[config.mk]
export PLATFORM = sky130hd
export DESIGN_NAME = timer2_top
export DESIGN_NICKNAME = d
export VERILOG_FILES = /design/src/design/timer2_pkg.sv /design/src/design/edge_if.sv /design/src/design/edge_detect.sv /design/src/design/count_clock_gen.sv /design/src/design/timer2_top.sv
export SDC_FILE = /design/constraint.sdc
export NUM_CORES = 1
export LEC_CHECK = 0
export BUFFER_PORTS_ARGS = -buffer_cell sky130_fd_sc_hd__buf_2
export CAP_MARGIN = 30
export CORE_UTILIZATION = 58
export CTS_CLUSTER_SIZE = 16
export DETAILED_ROUTE_END_ITERATION = 6
export PLACE_DENSITY = 0.83
export SLEW_MARGIN = 25
export SYNTH_ARGS = -nofsm -noshare
export SYNTH_HDL_FRONTEND = slang
export SYNTH_SLANG_ARGS = --single-unit
export TNS_END_PERCENT = 20
[constraint.sdc]
create_clock -name CLK -period 3.7 [get_ports CLK]
set_input_delay 1.11 -clock CLK [delete_from_list [all_inputs] [get_ports CLK]]
set_output_delay 1.11 -clock CLK [all_outputs]
set_load 0.01 [all_outputs]
[src/design/timer2_pkg.sv]
// Constants shared by the timer two blocks
package timer2_pkg;
  // ==========================================================
  // Widths and full counts
  localparam int CNT_W = 16;
  localparam logic [15:0] FULL_NARROW = 16'h00FF;
  localparam logic [15:0] FULL_WIDE = 16'hFFFF;
  localparam logic [15:0] COUNT_RESET = 16'h0000;
  // ==========================================================
  // Count clock selection, upper nibble of the prescaler setting
  localparam int DIV_W = 11;
  localparam logic [3:0] PRESC_MAX_DIV = 4'h8;
  localparam logic [3:0] PRESC_EXTERNAL = 4'hF;
  localparam logic [11:0] DIV_BASE = 12'h008;
  localparam logic [11:0] DIV_ONE = 12'h001;
  localparam logic [DIV_W-1:0] DIV_RESET = 11'h000;
  // ==========================================================
  // Edge modes of the external pins
  localparam logic [1:0] EDGE_FALL = 2'h0;
  localparam logic [1:0] EDGE_RISE = 2'h1;
  localparam logic [1:0] EDGE_NONE = 2'h2;
  localparam logic [1:0] EDGE_BOTH = 2'h3;
  // ==========================================================
  // Event pin timing, in system clocks
  localparam int EVENT_MIN_PHASE_CLK = 4;
  localparam int EVENT_MAX_RATE_DIV = 8;
  // ==========================================================
  // Counter sequencing states
  typedef enum logic [2:0] {
    ST_STOP,
    ST_ARMED,
    ST_RUN,
    ST_CAPCLR,
    ST_HOLD
  } cnt_state_t;
endpackage : timer2_pkg

[src/design/edge_if.sv]
// Interface between an edge detector and its user
`timescale 1ns/1ns
interface edge_if;
  logic pin;
  logic [1:0] mode;
  logic edge_pulse;
  modport detector (input pin, input mode, output edge_pulse);
  modport user (output pin, output mode, input edge_pulse);
endinterface : edge_if

[src/design/edge_detect.sv]
// Valid edge detector for one external input pin
`timescale 1ns/1ns
module edge_detect
  import timer2_pkg::*;
(
  // Clock and reset
  input wire logic clk,
  input wire logic rst_n,
  // Pin and edge pulse
  edge_if.detector e
);
  logic pin_q;
  logic prev_q;
  logic edge_q;
  logic rise;
  logic fall;

  // Pin history, pin taken as synchronous
  always_ff @(posedge clk)
  begin
    if (!rst_n)
    begin
      pin_q <= 1'b0;
      prev_q <= 1'b0;
    end
    else
    begin
      pin_q <= e.pin;
      prev_q <= pin_q;
    end
  end

  assign rise = pin_q & ~prev_q;
  assign fall = ~pin_q & prev_q;

  always_ff @(posedge clk)
  begin
    if (!rst_n)
      edge_q <= 1'b0;
    else
    begin
      case (e.mode)
        EDGE_FALL: edge_q <= fall;
        EDGE_RISE: edge_q <= rise;
        EDGE_BOTH: edge_q <= rise | fall;
        default: edge_q <= 1'b0;
      endcase
    end
  end

  assign e.edge_pulse = edge_q;
endmodule : edge_detect

[src/design/count_clock_gen.sv]
// Count clock generator: prescaler or external event edges
`timescale 1ns/1ns
module count_clock_gen
  import timer2_pkg::*;
(
  // Clock and reset
  input wire logic clk,
  input wire logic rst_n,
  // Selection and external edge
  input wire logic [3:0] sel,
  input wire logic ext_edge,
  // One-cycle count clock
  output logic tick
);
  logic [DIV_W-1:0] div_q;
  logic [DIV_W-1:0] mask;

  // Free running divider of the system clock
  always_ff @(posedge clk)
  begin
    if (!rst_n)
      div_q <= DIV_RESET;
    else
      div_q <= div_q + 11'h001;
  end

  // Divide by eight up to 2048, one bit of mask per step
  assign mask = DIV_W'((DIV_BASE << sel) - DIV_ONE);

  always_ff @(posedge clk)
  begin
    if (!rst_n)
      tick <= 1'b0;
    else if (sel == PRESC_EXTERNAL)
      tick <= ext_edge;
    else if (sel <= PRESC_MAX_DIV)
      tick <= ((div_q & mask) == mask);
    else
      tick <= 1'b0;
  end
endmodule : count_clock_gen

[src/design/timer2_top.sv]
// Timer two: counter, clear control, one-shot, compare and capture
// What this block does
// - Compare B clear zeroes count on next tick
// - Enable low zeroes count immediately, stops
// - Re-enable before tick: that tick starts
// - Late re-enable: next tick starts from zero
// - Enable loads zero, increments after first tick
// - Enable rewritten one changes nothing
// - External select counts event pin edges
// - Event edges accepted up to fclk/8
// - Event pin also raises interrupt request
// - Oneshot select chooses one-shot mode
// - One-shot full count sets overflow, holds
// - Overflow clear restarts one-shot from zero
// - One-shot compares still raise match interrupts
// - Match sends pulse and interrupt request
// - Clear-on-match forms interval timer
// - Pin edges capture count into registers
// - Captured value held until next capture
// - Capture edge follows edge mode setting
// - Clear-on-capture clears after capture
// - Capture clear preceded by one increment
// - Width select picks 8 or 16 bits
// - Normal mode wraps, sets overflow, continues
`timescale 1ns/1ns
module timer2_top
  import timer2_pkg::*;
(
  // Clock and reset
  input wire logic CLK,
  input wire logic RST_N,
  // Control bits from software
  input wire logic COUNT_ENABLE_BIT,
  input wire logic ONESHOT_SELECT,
  input wire logic WIDTH_SELECT,
  input wire logic OVERFLOW_CLEAR,
  input wire logic [3:0] PRESCALER_SELECT,
  input wire logic CLEAR_ON_B_ENABLE,
  input wire logic CLEAR_ON_CAPTURE_ENABLE,
  input wire logic B_CAPTURE_MODE,
  input wire logic [1:0] EDGE_MODE_PIN_ONE,
  input wire logic [1:0] EDGE_MODE_PIN_TWO,
  // Compare values
  input wire logic [15:0] COMPARE_A,
  input wire logic [15:0] COMPARE_B,
  // External pins
  input wire logic CAPTURE_PIN_ONE,
  input wire logic EVENT_CAPTURE_PIN_TWO,
  // Count and flags
  output logic [15:0] TIMER_COUNT,
  output logic OVERFLOW_FLAG,
  output logic OVERFLOW_PULSE,
  // Capture registers
  output logic [15:0] CAPTURE_C,
  output logic [15:0] CAPTURE_B,
  // Match pulses and interrupt requests
  output logic MATCH_PULSE_A,
  output logic MATCH_PULSE_B,
  output logic MATCH_IRQ_A,
  output logic MATCH_IRQ_B,
  output logic PIN_ONE_IRQ,
  output logic PIN_TWO_IRQ
);
  // ==========================================================
  // Declarations
  cnt_state_t state_q;
  logic [15:0] count_q;
  logic [15:0] count_d;
  logic [15:0] full;
  logic [15:0] inc;
  logic tick;
  logic tick_seen_q;
  logic clr_pend_q;
  logic cap_clr_pend_q;
  logic ovf_q;
  logic ovf_evt;
  logic ovf_pulse_q;
  logic running;
  logic hit_a;
  logic hit_b;
  logic match_a_q;
  logic match_b_q;
  logic irq_a_q;
  logic irq_b_q;
  logic cap_one;
  logic cap_two;
  logic [15:0] cap_c_q;
  logic [15:0] cap_b_q;
  logic pin1_irq_q;
  logic pin2_irq_q;
  logic restart_oneshot;

  // ==========================================================
  // Edge detection on both external pins
  edge_if pin_one ();
  edge_if pin_two ();

  assign pin_one.pin = CAPTURE_PIN_ONE;
  assign pin_one.mode = EDGE_MODE_PIN_ONE;
  assign pin_two.pin = EVENT_CAPTURE_PIN_TWO;
  assign pin_two.mode = EDGE_MODE_PIN_TWO;

  edge_detect u_edge_one (
    .clk(CLK),
    .rst_n(RST_N),
    .e(pin_one)
  );

  // Two-clock path resolves edges at fclk/8
  edge_detect u_edge_two (
    .clk(CLK),
    .rst_n(RST_N),
    .e(pin_two)
  );

  // ==========================================================
  // Count clock selection
  // Event counting by select only
  count_clock_gen u_clkgen (
    .clk(CLK),
    .rst_n(RST_N),
    .sel(PRESCALER_SELECT),
    .ext_edge(pin_two.edge_pulse),
    .tick(tick)
  );

  // ==========================================================
  // Width and increment
  // Width select sets full count
  assign full = WIDTH_SELECT ? FULL_WIDE : FULL_NARROW;
  assign inc = (count_q + 16'h0001) & full;
  assign running = COUNT_ENABLE_BIT && (state_q != ST_STOP);

  // Captures and matches only while the counter is enabled
  assign cap_one = running && pin_one.edge_pulse;
  assign cap_two = running && B_CAPTURE_MODE && pin_two.edge_pulse;

  // Software clear of the overflow reruns a held one-shot
  assign restart_oneshot = (state_q == ST_HOLD) && OVERFLOW_CLEAR;

  // ==========================================================
  // Next count and overflow event
  always_comb
  begin
    count_d = count_q;
    ovf_evt = 1'b0;
    case (state_q)
      ST_RUN:
      begin
        if (tick)
        begin
          if (cap_clr_pend_q)
            count_d = inc;
          else if (clr_pend_q)
            count_d = COUNT_RESET;
          else if (ONESHOT_SELECT && (inc == full))
          begin
            count_d = full;
            ovf_evt = 1'b1;
          end
          else if (!ONESHOT_SELECT && ((count_q & full) == full))
          begin
            count_d = COUNT_RESET;
            ovf_evt = 1'b1;
          end
          else
            count_d = inc;
        end
      end
      // The count one above the capture has been seen once, now drop to zero
      ST_CAPCLR: count_d = COUNT_RESET;
      ST_ARMED: count_d = COUNT_RESET;
      ST_HOLD: count_d = restart_oneshot ? COUNT_RESET : count_q;
      default: count_d = COUNT_RESET;
    endcase
  end

  // ==========================================================
  // Counter register
  always_ff @(posedge CLK)
  begin
    if (!RST_N)
      count_q <= COUNT_RESET;
    else if (!COUNT_ENABLE_BIT)
      count_q <= COUNT_RESET;
    else
      count_q <= count_d;
  end

  // ==========================================================
  // Sequencing states
  always_ff @(posedge CLK)
  begin
    if (!RST_N)
      state_q <= ST_STOP;
    else if (!COUNT_ENABLE_BIT)
      state_q <= ST_STOP;
    else
    begin
      case (state_q)
        // Late set waits for the following tick
        ST_STOP: state_q <= ST_ARMED;
        ST_ARMED:
          if (tick)
            state_q <= ST_RUN;
        ST_RUN:
          if (tick && cap_clr_pend_q)
            state_q <= ST_CAPCLR;
          else if (tick && ONESHOT_SELECT && !clr_pend_q && (inc == full))
            state_q <= ST_HOLD;
        ST_CAPCLR: state_q <= ST_RUN;
        ST_HOLD:
          if (restart_oneshot || !ONESHOT_SELECT)
            state_q <= ST_RUN;
        default: state_q <= ST_STOP;
      endcase
    end
  end

  // ==========================================================
  // Count update marker, compare only on fresh counts
  always_ff @(posedge CLK)
  begin
    if (!RST_N)
      tick_seen_q <= 1'b0;
    else
      tick_seen_q <= COUNT_ENABLE_BIT && tick &&
                     ((state_q == ST_RUN) || (state_q == ST_ARMED));
  end

  assign hit_a = running && tick_seen_q && (count_q == (COMPARE_A & full));
  assign hit_b = running && tick_seen_q && !B_CAPTURE_MODE &&
                 (count_q == (COMPARE_B & full));

  // ==========================================================
  // Match pulses and interrupt requests
  always_ff @(posedge CLK)
  begin
    if (!RST_N)
    begin
      match_a_q <= 1'b0;
      match_b_q <= 1'b0;
      irq_a_q <= 1'b0;
      irq_b_q <= 1'b0;
    end
    else
    begin
      match_a_q <= hit_a;
      match_b_q <= hit_b;
      irq_a_q <= hit_a;
      irq_b_q <= hit_b;
    end
  end

  // ==========================================================
  // Pending clears, consumed by the next tick
  always_ff @(posedge CLK)
  begin
    if (!RST_N)
      clr_pend_q <= 1'b0;
    else if (!COUNT_ENABLE_BIT)
      clr_pend_q <= 1'b0;
    else if (hit_b && CLEAR_ON_B_ENABLE)
      clr_pend_q <= 1'b1;
    else if (tick && state_q == ST_RUN)
      clr_pend_q <= 1'b0;
  end

  always_ff @(posedge CLK)
  begin
    if (!RST_N)
      cap_clr_pend_q <= 1'b0;
    else if (!COUNT_ENABLE_BIT)
      cap_clr_pend_q <= 1'b0;
    else if ((cap_one || cap_two) && CLEAR_ON_CAPTURE_ENABLE)
      cap_clr_pend_q <= 1'b1;
    else if (tick && state_q == ST_RUN)
      cap_clr_pend_q <= 1'b0;
  end

  // ==========================================================
  // Capture registers
  always_ff @(posedge CLK)
  begin
    if (!RST_N)
      cap_c_q <= COUNT_RESET;
    else if (cap_one)
      cap_c_q <= count_q;
  end

  always_ff @(posedge CLK)
  begin
    if (!RST_N)
      cap_b_q <= COUNT_RESET;
    // Pin two fills B in capture mode
    else if (cap_two)
      cap_b_q <= count_q;
  end

  // ==========================================================
  // Overflow flag, set wins over software clear
  always_ff @(posedge CLK)
  begin
    if (!RST_N)
      ovf_q <= 1'b0;
    else if (ovf_evt && COUNT_ENABLE_BIT)
      ovf_q <= 1'b1;
    else if (OVERFLOW_CLEAR)
      ovf_q <= 1'b0;
  end

  always_ff @(posedge CLK)
  begin
    if (!RST_N)
      ovf_pulse_q <= 1'b0;
    else
      ovf_pulse_q <= ovf_evt && COUNT_ENABLE_BIT;
  end

  // ==========================================================
  // External interrupt requests from both pins
  always_ff @(posedge CLK)
  begin
    if (!RST_N)
    begin
      pin1_irq_q <= 1'b0;
      pin2_irq_q <= 1'b0;
    end
    else
    begin
      pin1_irq_q <= pin_one.edge_pulse;
      pin2_irq_q <= pin_two.edge_pulse;
    end
  end

  // ==========================================================
  // Outputs, all straight from flip-flops
  assign TIMER_COUNT = count_q;
  assign OVERFLOW_FLAG = ovf_q;
  assign OVERFLOW_PULSE = ovf_pulse_q;
  assign CAPTURE_C = cap_c_q;
  assign CAPTURE_B = cap_b_q;
  assign MATCH_PULSE_A = match_a_q;
  assign MATCH_PULSE_B = match_b_q;
  assign MATCH_IRQ_A = irq_a_q;
  assign MATCH_IRQ_B = irq_b_q;
  assign PIN_ONE_IRQ = pin1_irq_q;
  assign PIN_TWO_IRQ = pin2_irq_q;
endmodule : timer2_top

==> impl_metrics.yaml <==
status:
  status: "finished clean"
critical_path:
  cp_num_buf_inv: 0
  r2r_slack_ns: 1.00
  critPathKind: "flop to flop"
  crit_family: "simple AND/OR/NAND/NOR gates"
  r2r.worst_path.cells: 7
  start_kind: "flop"
  max_stage_delay_ns: 0.66
  critical_path.startpoint: "TIMER_COUNT[0]"
  endpoint_kind: "flop"
  crit_arrival_ns: 2.97
  crit_chain: "ha_1 -> nand3_1 -> nor4_2 -> xnor2_1 -> o31ai_2 -> nand2_1 -> o31ai_1"
  cp_max_fo: 13
  reg2reg_to: "TIMER_COUNT[1]"
  cp_slowest_cell: "dfxtp_1"
  cp.required_ns: 3.97
  reg2reg_from: "TIMER_COUNT[0]"
yosys:
  async_flop_share: 0
  ys_seq_area_frac: 0.360
  ys_types: 59
  syn_avg_cell_area_um2: 7.85
  syn_inst: 552
  synth_flop_cell: "dfxtp_1"
  yosysTopAreaCellShare: 0.360
  netlist_area_um2: 4340
  synth.ff_latch_count: 78
  synth_edf_count: 0
  yosys_warnings: 0
  synth_top_cell_by_area: "dfxtp_1"
  syn-num-nets: 611
  synthTopCellsByArea: "dfxtp_1 36%, nand2_1 9.3%, a21boi_0 6.2%"
flow_run:
  max_cap_violations: 0
routing:
  drtIter0Drc: 273
  postRouteAntennaNets: 0
  routed-via-count: 4160
  drt_first_pass_iters: 5
  avgViaCountPerCell: 5.71
  wirelength_um: 10900
  drc: 0
  wl_per_cell_um: 14.9
sta:
  relSlewSlack: 0.531
  layout_setup_ws_ns: 1.00
  clock_skew_ns: 0.0138
  period_needed_ns: 2.70
  fin_setup_tns_ns: 0
  slew_viol_final: 0
  rsz0062_at_grt: "no"
  layout_worst_path_cycle_share: 0.729
  fmax_mhz: 371
  finalSetupViolations: 0
  worst_pin_slew_ns: 0.696
  hold_viol_final: 0
clocking:
  ctsHoldBuffers: 0
  post_cts_buffers: 0
  clock_latency_ns: 0.36
  cts_sinks: 78
  root_buffer: "clkbuf_8"
  cts.clk_slew.worst_paths_ns: 0.09
  cts_resized: 0
  cts_tree: "yes"
  h-tree-depth: 3
  cts_buffers: 9
  clockBufferDepth: 2
floorplanning:
  die_y_um: 88.5
  ios: 107
  die_w_um: 88.5
  placementRows: 31
  die-area_um2: 7820
  core_area_um2: 7250
  initial_utilization: 0.598
place:
  pre_cts_slack_ns: 0.811
  port_buffers: 106
  dp_cells: 713
  dp_hpwl_um: 7830
  gp_congestion: 0.919
finish:
  stdcell_count: 729
  antenna_cells: 0
  drive_gt1_frac: 0.210
  fillers: 623
  final_cell_mix: "107 x nand2_1, 106 x buf_2, 78 x dfxtp_1, 36 x a21boi_0, 31 x nor2_1"
  final_net_count: 684
  final_common_cell: "nand2_1"
  syn2layout_area_growth_pct: 14.9
power:
  p_seq_frac: 0.545
  p_leak_nw: 1.93
  p_switching_mw: 0.412
  p_sw_frac: 0.264
  p_clk_frac: 0.382
  ir_drop_mv: 0.320
  comb_power_share: 0.073
  powerDensity_nw_per_um2: 314
  intPower_mw: 1.15
hold_path:
  worstHoldPathType: "flop to flop"
  min_to: "u_clkgen.div_q[0]"
  min-delay-start: "u_clkgen.div_q[0]"
  holdPathStages: 1
grt:
  grt_pass1_vias: 3837
  grt_max_degree: 57
  track_usage: 0.284
  grt_antenna_before_repair: 0
  grt-ovfl-total: 0
  grt_pass1_wl_um: 17300
## how the worst max path moves through the flow
stage	to	slack, ns	cells past startpoint
global placement	TIMER_COUNT[9]	0.92	6
CTS	TIMER_COUNT[1]	1.05	7
finish	TIMER_COUNT[1]	1.00	7
detailed placement	u_clkgen.tick	0.81	10
global route	TIMER_COUNT[1]	0.70	7
floorplan	u_clkgen.tick	0.99	10
## registers in the layout, indices dropped and copies added, names as in the netlist, 3 cells and up
name	cells
u_clkgen.div_q	11
state_q	3
CAPTURE_C	16
TIMER_COUNT	16
CAPTURE_B	16
## kinds of logic (layout without fill, tap and decap cells)
| group | count (synthesis) | count (layout) | synth area share |
|---|---|---|---|
| simple gates | 237 | 237 | 0.272 |
| flops | 78 | 78 | 0.360 |
| compound gates | 136 | 136 | 0.215 |
| fa+ha+maj | 8 | 8 | 0.0231 |
| xor+xnor | 34 | 34 | 0.0687 |
| buf+inv | 57 | 135 | 0.0571 |
| mux | 2 | 2 | 0.00462 |
## final cells by class
cell class,count,area [um2],share of cell area
clock buffer,9,124,0.0249
clock inverter,7,57.6,0.0116
inverter,11,41.3,0.00829
multi-input combinational,417,2530,0.507
sequential,78,1560,0.314
tap,99,124,0.0249
timing repair buffer,108,546,0.110
## layer usage
layer	vias up	wire, um	GRT usage
met1	1931	4630	0.349
met4	0	189	0.0982
met2	152	5280	0.495
met3	21	750	0.0578
li1	2056	-	-
met5	-	0	0
## synth_stat cells (all sizes together) (3+ instances only)
| cell | instances |
|---|---|
| a21oi | 23 |
| nor2 | 31 |
| o31ai | 4 |
| and4 | 3 |
| a21boi | 36 |
| ha | 8 |
| nor2b | 5 |
| a2111oi | 3 |
| and3 | 5 |
| a311oi | 4 |
| and2 | 18 |
| nand2 | 108 |
| nand3 | 17 |
| o21ai | 30 |
| nand3b | 8 |
| clkbuf | 25 |
| nand4 | 10 |
| nand2b | 4 |
| o22ai | 9 |
| buf | 21 |
| a22oi | 4 |
| nor4 | 7 |
| inv | 11 |
| xor2 | 11 |
| or3 | 5 |
| o31a | 3 |
| nor3 | 5 |
| nor3b | 3 |
| xnor2 | 23 |
| o211ai | 3 |
| dfxtp | 78 |
## power by group through the flow
stage,Sequential (mW),Combinational (mW),Clock [mW]
after CTS,0.851,0.115,0.604
final,0.851,0.115,0.596
after floorplan,0.869,0.0678,0
after detailed placement,0.871,0.114,0
after global routing,0.853,0.127,0.646
after global placement,0.871,0.109,0
## per-stage QoR
stage,hold WS (ns),utilization,instance area [um2],power (mW)
floorplan,0.421,-,4340,0.937
global route,0.484,0.687,4980,1.63
finish,0.451,0.687,4980,1.56
detailed placement,0.441,0.662,4800,0.985
global placement,0.431,0.662,4800,0.980
CTS,0.457,0.687,4980,1.57
Note: power is estimated with default switching activity, not from simulation.
